===== src/bl_src_defs.vh =====
`ifndef BL_SRC_DEFS_VH
`define BL_SRC_DEFS_VH

`define ADDR_W 10
`define DATA_W 16

`define OFF_SOURCE_MODE 10'h020
`define OFF_GLOBAL_BRIGHTNESS 10'h028
`define OFF_MAP_LOW 10'h030
`define OFF_MAP_HIGH 10'h032
`define OFF_USER_SETTINGS_ONE 10'h040

`define RST_SOURCE_MODE 16'h0300
`define RST_MODE_RESERVED 14'h00c0
`define RST_GLOBAL_BRIGHTNESS 16'h0000
`define RST_MAP_LOW 16'h0000
`define RST_MAP_HIGH 16'h0000
`define RST_USER_SETTINGS_ONE 16'h00b0
`define RST_SOURCE_SEL 2'h0
`define RST_DITHER 3'h0
`define RST_THERMAL 1'b0
`define RST_SLOPE 3'h5
`define RST_SMOOTH 1'b1
`define RST_DIMMING 2'h0

`define SRC_SEL_LSB 0
`define SRC_SEL_MSB 1
`define SRC_PWM_INPUT 2'h0
`define SRC_REGISTER 2'h2

`define MAP_W 4
`define MAP_GLOBAL 4'h0
`define MAP_ZONE1 4'h1
`define MAP_ZONE2 4'h2
`define MAP_ZONE3 4'h3
`define MAP_ZONE4 4'h4
`define MAP_ZONE5 4'h5

`define DITHER_MSB 15
`define DITHER_LSB 13
`define THERMAL_BIT 9
`define SLOPE_MSB 7
`define SLOPE_LSB 5
`define SMOOTH_BIT 4
`define DIM_MSB 1
`define DIM_LSB 0

`define DIM_PWM 2'h0
`define DIM_HYBRID 2'h1
`define DIM_CURRENT 2'h3

`endif


===== src/backlight_brightness_source_regs.v =====
`timescale 1ns/10ps
`include "bl_src_defs.vh"

// Functional notes
// - Source field selects PWM input or register
// - Mode register resets 300h, reserved fixed
// - Sixteen-bit global brightness at 28h, resets zero
// - Four-bit map fields, outputs 0-3 low
// - Map 0h follows the global source
// - Codes 1h,4h,5h select zones 1,4,5
// - Code 2h taken as zone 2
// - Map high register holds outputs 4,5
// - User settings at 40h, reset B0h
// - Dimming mode PWM, hybrid or current
// - Five sixteen-bit zone brightness words selectable
module backlight_brightness_source_regs
(
	input wire ref_clk_i,
	input wire rst_i,
	input wire [`ADDR_W-1:0] reg_addr_i,
	input wire reg_wr_i,
	input wire [`DATA_W-1:0] reg_wdata_i,
	input wire reg_rd_i,
	output reg [`DATA_W-1:0] reg_rdata_o,
	output reg reg_rvalid_o,
	input wire [`DATA_W-1:0] pwm_brightness_i,
	input wire [`DATA_W-1:0] zone1_brightness_i,
	input wire [`DATA_W-1:0] zone2_brightness_i,
	input wire [`DATA_W-1:0] zone3_brightness_i,
	input wire [`DATA_W-1:0] zone4_brightness_i,
	input wire [`DATA_W-1:0] zone5_brightness_i,
	output reg [6*`DATA_W-1:0] out_brightness_o,
	output reg [2:0] dither_select_o,
	output reg thermal_watch_on_o,
	output reg [2:0] slope_time_o,
	output reg smooth_fade_on_o,
	output reg [1:0] dimming_mode_o,
	output reg dim_hybrid_o,
	output reg dim_current_o
);

	reg [1:0] source_sel_q;
	reg [`DATA_W-1:0] global_brightness_q;
	reg [`DATA_W-1:0] led_source_map_low_q;
	reg [`DATA_W-1:0] led_source_map_high_q;
	reg [`DATA_W-1:0] user_settings_one_q;
	reg [`DATA_W-1:0] rdata_d;
	wire [`DATA_W-1:0] global_src;
	wire [6*`MAP_W-1:0] maps;
	wire [6*`DATA_W-1:0] out_brightness_d;
	wire wr_source_mode;
	wire wr_global_brightness;
	wire wr_map_low;
	wire wr_map_high;
	wire wr_user_settings_one;
	wire [`DATA_W-1:0] source_mode_rd;

	// One decoder shared by the write strobes and the read mux
	function addr_hit;
		input [`ADDR_W-1:0] addr;
		input [`ADDR_W-1:0] offset;
		begin
			addr_hit = (addr == offset);
		end
	endfunction

	assign wr_source_mode = reg_wr_i & addr_hit(reg_addr_i, `OFF_SOURCE_MODE);
	assign wr_global_brightness = reg_wr_i & addr_hit(reg_addr_i, `OFF_GLOBAL_BRIGHTNESS);
	assign wr_map_low = reg_wr_i & addr_hit(reg_addr_i, `OFF_MAP_LOW);
	assign wr_map_high = reg_wr_i & addr_hit(reg_addr_i, `OFF_MAP_HIGH);
	assign wr_user_settings_one = reg_wr_i & addr_hit(reg_addr_i, `OFF_USER_SETTINGS_ONE);

	// Reserved bits 15-2 are not stored: they always read C0h and ignore writes
	assign source_mode_rd = {`RST_MODE_RESERVED, source_sel_q};

	// Codes 1h and 3h are reserved; anything but the register code follows the pin
	assign global_src = (source_sel_q == `SRC_REGISTER) ? global_brightness_q : pwm_brightness_i;

	assign maps = {led_source_map_high_q[7:0], led_source_map_low_q};

	function [`DATA_W-1:0] pick_source;
		input [`MAP_W-1:0] code;
		input [`DATA_W-1:0] glob;
		input [`DATA_W-1:0] z1;
		input [`DATA_W-1:0] z2;
		input [`DATA_W-1:0] z3;
		input [`DATA_W-1:0] z4;
		input [`DATA_W-1:0] z5;
		begin
			case (code)
				`MAP_GLOBAL: pick_source = glob;
				`MAP_ZONE1: pick_source = z1;
				`MAP_ZONE2: pick_source = z2;
				`MAP_ZONE3: pick_source = z3;
				`MAP_ZONE4: pick_source = z4;
				`MAP_ZONE5: pick_source = z5;
				// Undefined codes fall back to the global source rather than dark
				default: pick_source = glob;
			endcase
		end
	endfunction

	genvar g;
	generate
		for (g = 0; g < 6; g = g + 1)
		begin : g_out
			assign out_brightness_d[g*`DATA_W +: `DATA_W] = pick_source(maps[g*`MAP_W +: `MAP_W], global_src,
				zone1_brightness_i, zone2_brightness_i, zone3_brightness_i,
				zone4_brightness_i, zone5_brightness_i);
		end
	endgenerate

	// All six words share one flop bank so the output has a single driver
	always @(posedge ref_clk_i or posedge rst_i)
	begin
		if (rst_i)
		begin
			out_brightness_o <= {(6*`DATA_W){1'b0}};
		end
		else
		begin
			out_brightness_o <= out_brightness_d;
		end
	end

	always @(posedge ref_clk_i or posedge rst_i)
	begin
		if (rst_i)
		begin
			source_sel_q <= `RST_SOURCE_SEL;
		end
		else if (wr_source_mode)
		begin
			source_sel_q <= reg_wdata_i[`SRC_SEL_MSB:`SRC_SEL_LSB];
		end
	end

	always @(posedge ref_clk_i or posedge rst_i)
	begin
		if (rst_i)
		begin
			global_brightness_q <= `RST_GLOBAL_BRIGHTNESS;
		end
		else if (wr_global_brightness)
		begin
			global_brightness_q <= reg_wdata_i;
		end
	end

	always @(posedge ref_clk_i or posedge rst_i)
	begin
		if (rst_i)
		begin
			led_source_map_low_q <= `RST_MAP_LOW;
		end
		else if (wr_map_low)
		begin
			led_source_map_low_q <= reg_wdata_i;
		end
	end

	// Reserved upper byte is kept as plain storage so it reads back
	always @(posedge ref_clk_i or posedge rst_i)
	begin
		if (rst_i)
		begin
			led_source_map_high_q <= `RST_MAP_HIGH;
		end
		else if (wr_map_high)
		begin
			led_source_map_high_q <= reg_wdata_i;
		end
	end

	always @(posedge ref_clk_i or posedge rst_i)
	begin
		if (rst_i)
		begin
			user_settings_one_q <= `RST_USER_SETTINGS_ONE;
		end
		else if (wr_user_settings_one)
		begin
			user_settings_one_q <= reg_wdata_i;
		end
	end

	// Unmapped offsets read as zero
	always @*
	begin
		rdata_d = {`DATA_W{1'b0}};
		if (addr_hit(reg_addr_i, `OFF_SOURCE_MODE))
			rdata_d = source_mode_rd;
		else if (addr_hit(reg_addr_i, `OFF_GLOBAL_BRIGHTNESS))
			rdata_d = global_brightness_q;
		else if (addr_hit(reg_addr_i, `OFF_MAP_LOW))
			rdata_d = led_source_map_low_q;
		else if (addr_hit(reg_addr_i, `OFF_MAP_HIGH))
			rdata_d = led_source_map_high_q;
		else if (addr_hit(reg_addr_i, `OFF_USER_SETTINGS_ONE))
			rdata_d = user_settings_one_q;
	end

	always @(posedge ref_clk_i or posedge rst_i)
	begin
		if (rst_i)
		begin
			reg_rvalid_o <= 1'b0;
		end
		else
		begin
			reg_rvalid_o <= reg_rd_i;
		end
	end

	// Read has no side effect; data is held until the next read
	always @(posedge ref_clk_i or posedge rst_i)
	begin
		if (rst_i)
		begin
			reg_rdata_o <= {`DATA_W{1'b0}};
		end
		else if (reg_rd_i)
		begin
			reg_rdata_o <= rdata_d;
		end
	end

	// Config outputs lag the register by one cycle so every output is a flop
	always @(posedge ref_clk_i or posedge rst_i)
	begin
		if (rst_i)
		begin
			dither_select_o <= `RST_DITHER;
		end
		else
		begin
			dither_select_o <= user_settings_one_q[`DITHER_MSB:`DITHER_LSB];
		end
	end

	always @(posedge ref_clk_i or posedge rst_i)
	begin
		if (rst_i)
		begin
			thermal_watch_on_o <= `RST_THERMAL;
		end
		else
		begin
			thermal_watch_on_o <= user_settings_one_q[`THERMAL_BIT];
		end
	end

	always @(posedge ref_clk_i or posedge rst_i)
	begin
		if (rst_i)
		begin
			slope_time_o <= `RST_SLOPE;
		end
		else
		begin
			slope_time_o <= user_settings_one_q[`SLOPE_MSB:`SLOPE_LSB];
		end
	end

	always @(posedge ref_clk_i or posedge rst_i)
	begin
		if (rst_i)
		begin
			smooth_fade_on_o <= `RST_SMOOTH;
		end
		else
		begin
			smooth_fade_on_o <= user_settings_one_q[`SMOOTH_BIT];
		end
	end

	always @(posedge ref_clk_i or posedge rst_i)
	begin
		if (rst_i)
		begin
			dimming_mode_o <= `RST_DIMMING;
		end
		else
		begin
			dimming_mode_o <= user_settings_one_q[`DIM_MSB:`DIM_LSB];
		end
	end

	// Decoded flags save the consumer a compare; unused code 2h raises neither
	always @(posedge ref_clk_i or posedge rst_i)
	begin
		if (rst_i)
		begin
			dim_hybrid_o <= 1'b0;
		end
		else
		begin
			dim_hybrid_o <= (user_settings_one_q[`DIM_MSB:`DIM_LSB] == `DIM_HYBRID);
		end
	end

	always @(posedge ref_clk_i or posedge rst_i)
	begin
		if (rst_i)
		begin
			dim_current_o <= 1'b0;
		end
		else
		begin
			dim_current_o <= (user_settings_one_q[`DIM_MSB:`DIM_LSB] == `DIM_CURRENT);
		end
	end

endmodule // backlight_brightness_source_regs


===== config.mk =====
export PLATFORM = sky130hd
export DESIGN_NAME = backlight_brightness_source_regs
export DESIGN_NICKNAME = d
export VERILOG_FILES = /design/src/backlight_brightness_source_regs.v
export VERILOG_INCLUDE_DIRS = /design/src
export SDC_FILE = /design/constraint.sdc
export NUM_CORES = 1
export LEC_CHECK = 0
export ABC_AREA = 1
export BUFFER_PORTS_ARGS = -buffer_cell sky130_fd_sc_hd__buf_2
export CORE_ASPECT_RATIO = 0.8
export CORE_MARGIN = 2
export CORE_UTILIZATION = 35
export DETAILED_ROUTE_END_ITERATION = 7
export SKIP_CTS_REPAIR_TIMING = 1
export SLEW_MARGIN = 15
export SYNTH_ARGS = -nofsm -noshare
export SYNTH_HDL_FRONTEND = slang
export SYNTH_SLANG_ARGS = --single-unit

===== constraint.sdc =====
create_clock -name ref_clk_i -period 8.56 [get_ports ref_clk_i]
set_input_delay 0.856 -clock ref_clk_i [delete_from_list [all_inputs] [get_ports ref_clk_i]]
set_output_delay 0.856 -clock ref_clk_i [all_outputs]
set_load 0.01 [all_outputs]

==> flow_summary.json <==
{
  "hold_viol": 0,
  "critPathMaxStageDelay_ns": 1.08,
  "hold_class": "flip-flop to flip-flop",
  "p_sw_share_pct": 29.7,
  "synth.area.top_cells": "dfrtp_1, o22ai_1, nand2_1",
  "p_per_area_nw_per_um2": 161,
  "grt_overflow": 0,
  "dpl.cell_count": 1905,
  "combPwrFrac_pct": 12.3,
  "fin_crit_sh_pct": 29.9,
  "ys_types": 30,
  "reg2reg_to": "out_brightness_o[34]",
  "r2r-start": "source_sel_q[0]",
  "synth_top_cell_area_share_pct": 45.0,
  "max-vdd-ir-drop_mv": 0.138,
  "endpoint_kind": "flip-flop",
  "synthCells": 1327,
  "clk_latency_ns": 0.46,
  "clock_path_buffers": 2,
  "setup_violations": 0,
  "reg2reg_slack_ns": 6.00,
  "crit_path_max_fanout": 27,
  "yosys_register_bits": 191,
  "vias": 11217,
  "final_cells": 1940,
  "critPathLaunchType": "flip-flop",
  "crit_chain": "inv_1 > nand2_1 > o21ai_0 > nand2_1 > nand3_1",
  "period_needed_ns": 2.56,
  "syn-cell-area_sq_um": 10300,
  "synth_top_cell_by_area": "dfrtp_1",
  "vias_per_cell": 5.78,
  "grt_pass1_wl_um": 62900,
  "drtIter0Drc": 1547,
  "crit_arrival_ns": 2.94,
  "path_class": "flip-flop to flip-flop",
  "drive_gt1_share_pct": 20.7,
  "synth_async_sr_flop_share_pct": 100,
  "power_leakage_nw": 5.83,
  "final_cell_mix": "nand2_1, buf_2, o22ai_1",
  "power.internal_mw": 1.40,
  "grt_pass1_vias": 10616,
  "max_freq_ghz": 0.391,
  "syn_area_per_cell_sq_um": 7.76,
  "synth_edf_count": 0,
  "routedWlPerCell_um": 22.1,
  "final_common_cell": "nand2_1",
  "slowest_stage": "o21ai_0",
  "seq_area_frac_synth_pct": 46.5,
  "clk_pin_slew_ns": 0.09,
  "die_w_um": 196,
  "antenna_found_initial": 3,
  "fin_worst_skew_ns": 0.0165,
  "die_area_sq_um": 30800,
  "grt_max_degree": 123,
  "path_common_cell": "nand2_1",
  "switchingPower_mw": 0.594,
  "cts.sinks": 191,
  "synth-main-ff-cell": "dfrtp_1",
  "max_slew_margin_pct": 15.5,
  "crit_buf_inv": 1,
  "ant_nets": 0,
  "critPathTopFamily": "compound AO/OA/AOI/OAI gates",
  "fp.coreArea_sq_um": 29100,
  "final.setup.tns_ns": 0,
  "slew_viol_final": 0,
  "syn_nets": 1453,
  "row_count": 56,
  "portBuffers": 250,
  "status": "finished, final reports clean",
  "dieHeight_um": 157,
  "clockPowerShare_pct": 40.2,
  "fin_nets": 1673,
  "hpwl_um": 29100,
  "io_pins": 251,
  "syn_to_final_growth_pct": 20.6,
  "place.gp.congestion": 0.894,
  "globalRouteTotalUtil_pct": 27.2,
  "rsz0062_at_grt": "false",
  "clock-root-buffer": "clkbuf_16",
  "worstHoldStart": "user_settings_one_q[5]",
  "drc_errors": 0,
  "worst_pin_slew_ns": 1.26,
  "pwr-share-seq_pct": 47.5,
  "first_pass_iters": 6,
  "required_ns": 8.94,
  "min_to": "slope_time_o[0]",
  "maxCapViolCount": 0,
  "hold_path_depth": 0,
  "yosys_warnings": 0,
  "routed_wirelength_um": 42900,
  "initial_utilization_pct": 35.3,
  "cts_made_buffers": 17,
  "cts_tree": "yes",
  "reg2reg_depth": 5,
  "htreeDepth": 4
}
==> cell usage after synthesis (2+ instances only) <==
library cell	count
nand2_1	315
o22ai_1	192
dfrtp_1	185
nor2_1	142
inv_1	140
nand3_1	83
o21ai_0	79
o211ai_1	60
buf_2	31
clkbuf_1	23
a21oi_1	21
o21ai_1	9
dfstp_2	6
nor4_4	6
buf_4	4
mux2i_1	4
nor2_4	4
inv_2	3
nand4_1	3
nor2_2	3
o31ai_1	3
nand2_2	2
nor3_1	2
==> sequential cells by signal, summed over array words and instances, names as in the netlist, 3 cells and up <==
signal and cells:
out_brightness_o 96, global_brightness_q 16, led_source_map_high_q 16, led_source_map_low_q 16, reg_rdata_o 16, user_settings_one_q 16
dither_select_o 3, slope_time_o 3
==> stage by stage <==
stage | utilization, % | area [sq um] | hold WS (ns) | setup slack, ns | total power, mW
floorplan | - | 10300 | 0.361 | 2.52 | 1.09
finish | 42.6 | 12400 | 0.383 | 6.00 | 2.00
detailed placement | 40.6 | 11800 | 0.370 | 5.57 | 1.21
CTS | 42.6 | 12400 | 0.383 | 6.07 | 2.01
global route | 42.6 | 12400 | 0.390 | 5.72 | 2.07
global placement | 40.6 | 11800 | 0.370 | 5.73 | 1.21
==> worst register-to-register path: stages (launching register included) <==
cell and delay, ns:
dfrtp_1 0.42, inv_1 0.06, nand2_1 0.66, o21ai_0 1.09, nand2_1 0.12, nand3_1 0.13
==> worst max path at each step <==
| stage | start | end | slack (ns) | cells after the start |
|---|---|---|---|---|
| 2_1_floorplan | rst_i | dim_current_o | 2.52 | 1 |
| 3_3_place_gp | reg_addr_i[9] | global_brightness_q[15] | 5.73 | 7 |
| 3_5_place_dp | reg_addr_i[9] | led_source_map_low_q[3] | 5.57 | 6 |
| 4_1_cts | reg_addr_i[9] | led_source_map_low_q[3] | 6.07 | 6 |
| 5_1_grt | reg_addr_i[9] | led_source_map_low_q[12] | 5.72 | 6 |
| 6_report | source_sel_q[0] | out_brightness_o[34] | 6.00 | 5 |
==> area by class of cell <==
type / instances / area, sq um
fillers: 2952 / 16700
flip-flops and latches: 191 / 4790
multi-input cells: 934 / 4700
repair buffers: 260 / 1330
inverters: 143 / 544
well taps: 377 / 472
clock buffers: 18 / 429
clock inverters: 14 / 145
diodes: 3 / 7.51
==> per-layer routing <==
layer	up-vias	wire (um)	GRT usage [%]	share of wire, %
li1	5009	-	-	-
met1	5224	17900	38.1	42
met2	827	18200	40.4	42
met3	155	5020	6.04	12
met4	2	1770	11.9	4.1
met5	-	7	0.644	0.016
==> cells by family after synthesis <==
logic type	count (synthesis)	share of synthesized area (%)
AND/OR/NAND/NOR	565	23.5
AO/OA/AOI/OAI	364	21.6
buffers and inverters	202	7.96
flip-flops	191	46.5
multiplexers	5	0.498
==> power by group through the flow <==
stage	combinational, mW	sequential (mW)	clock [mW]
detailed placement	0.241	0.966	0
global route	0.266	0.953	0.854
global placement	0.239	0.967	0
floorplan	0.107	0.979	0
CTS	0.242	0.949	0.815
finish	0.246	0.949	0.802
Power figures use the tool's default switching activity.
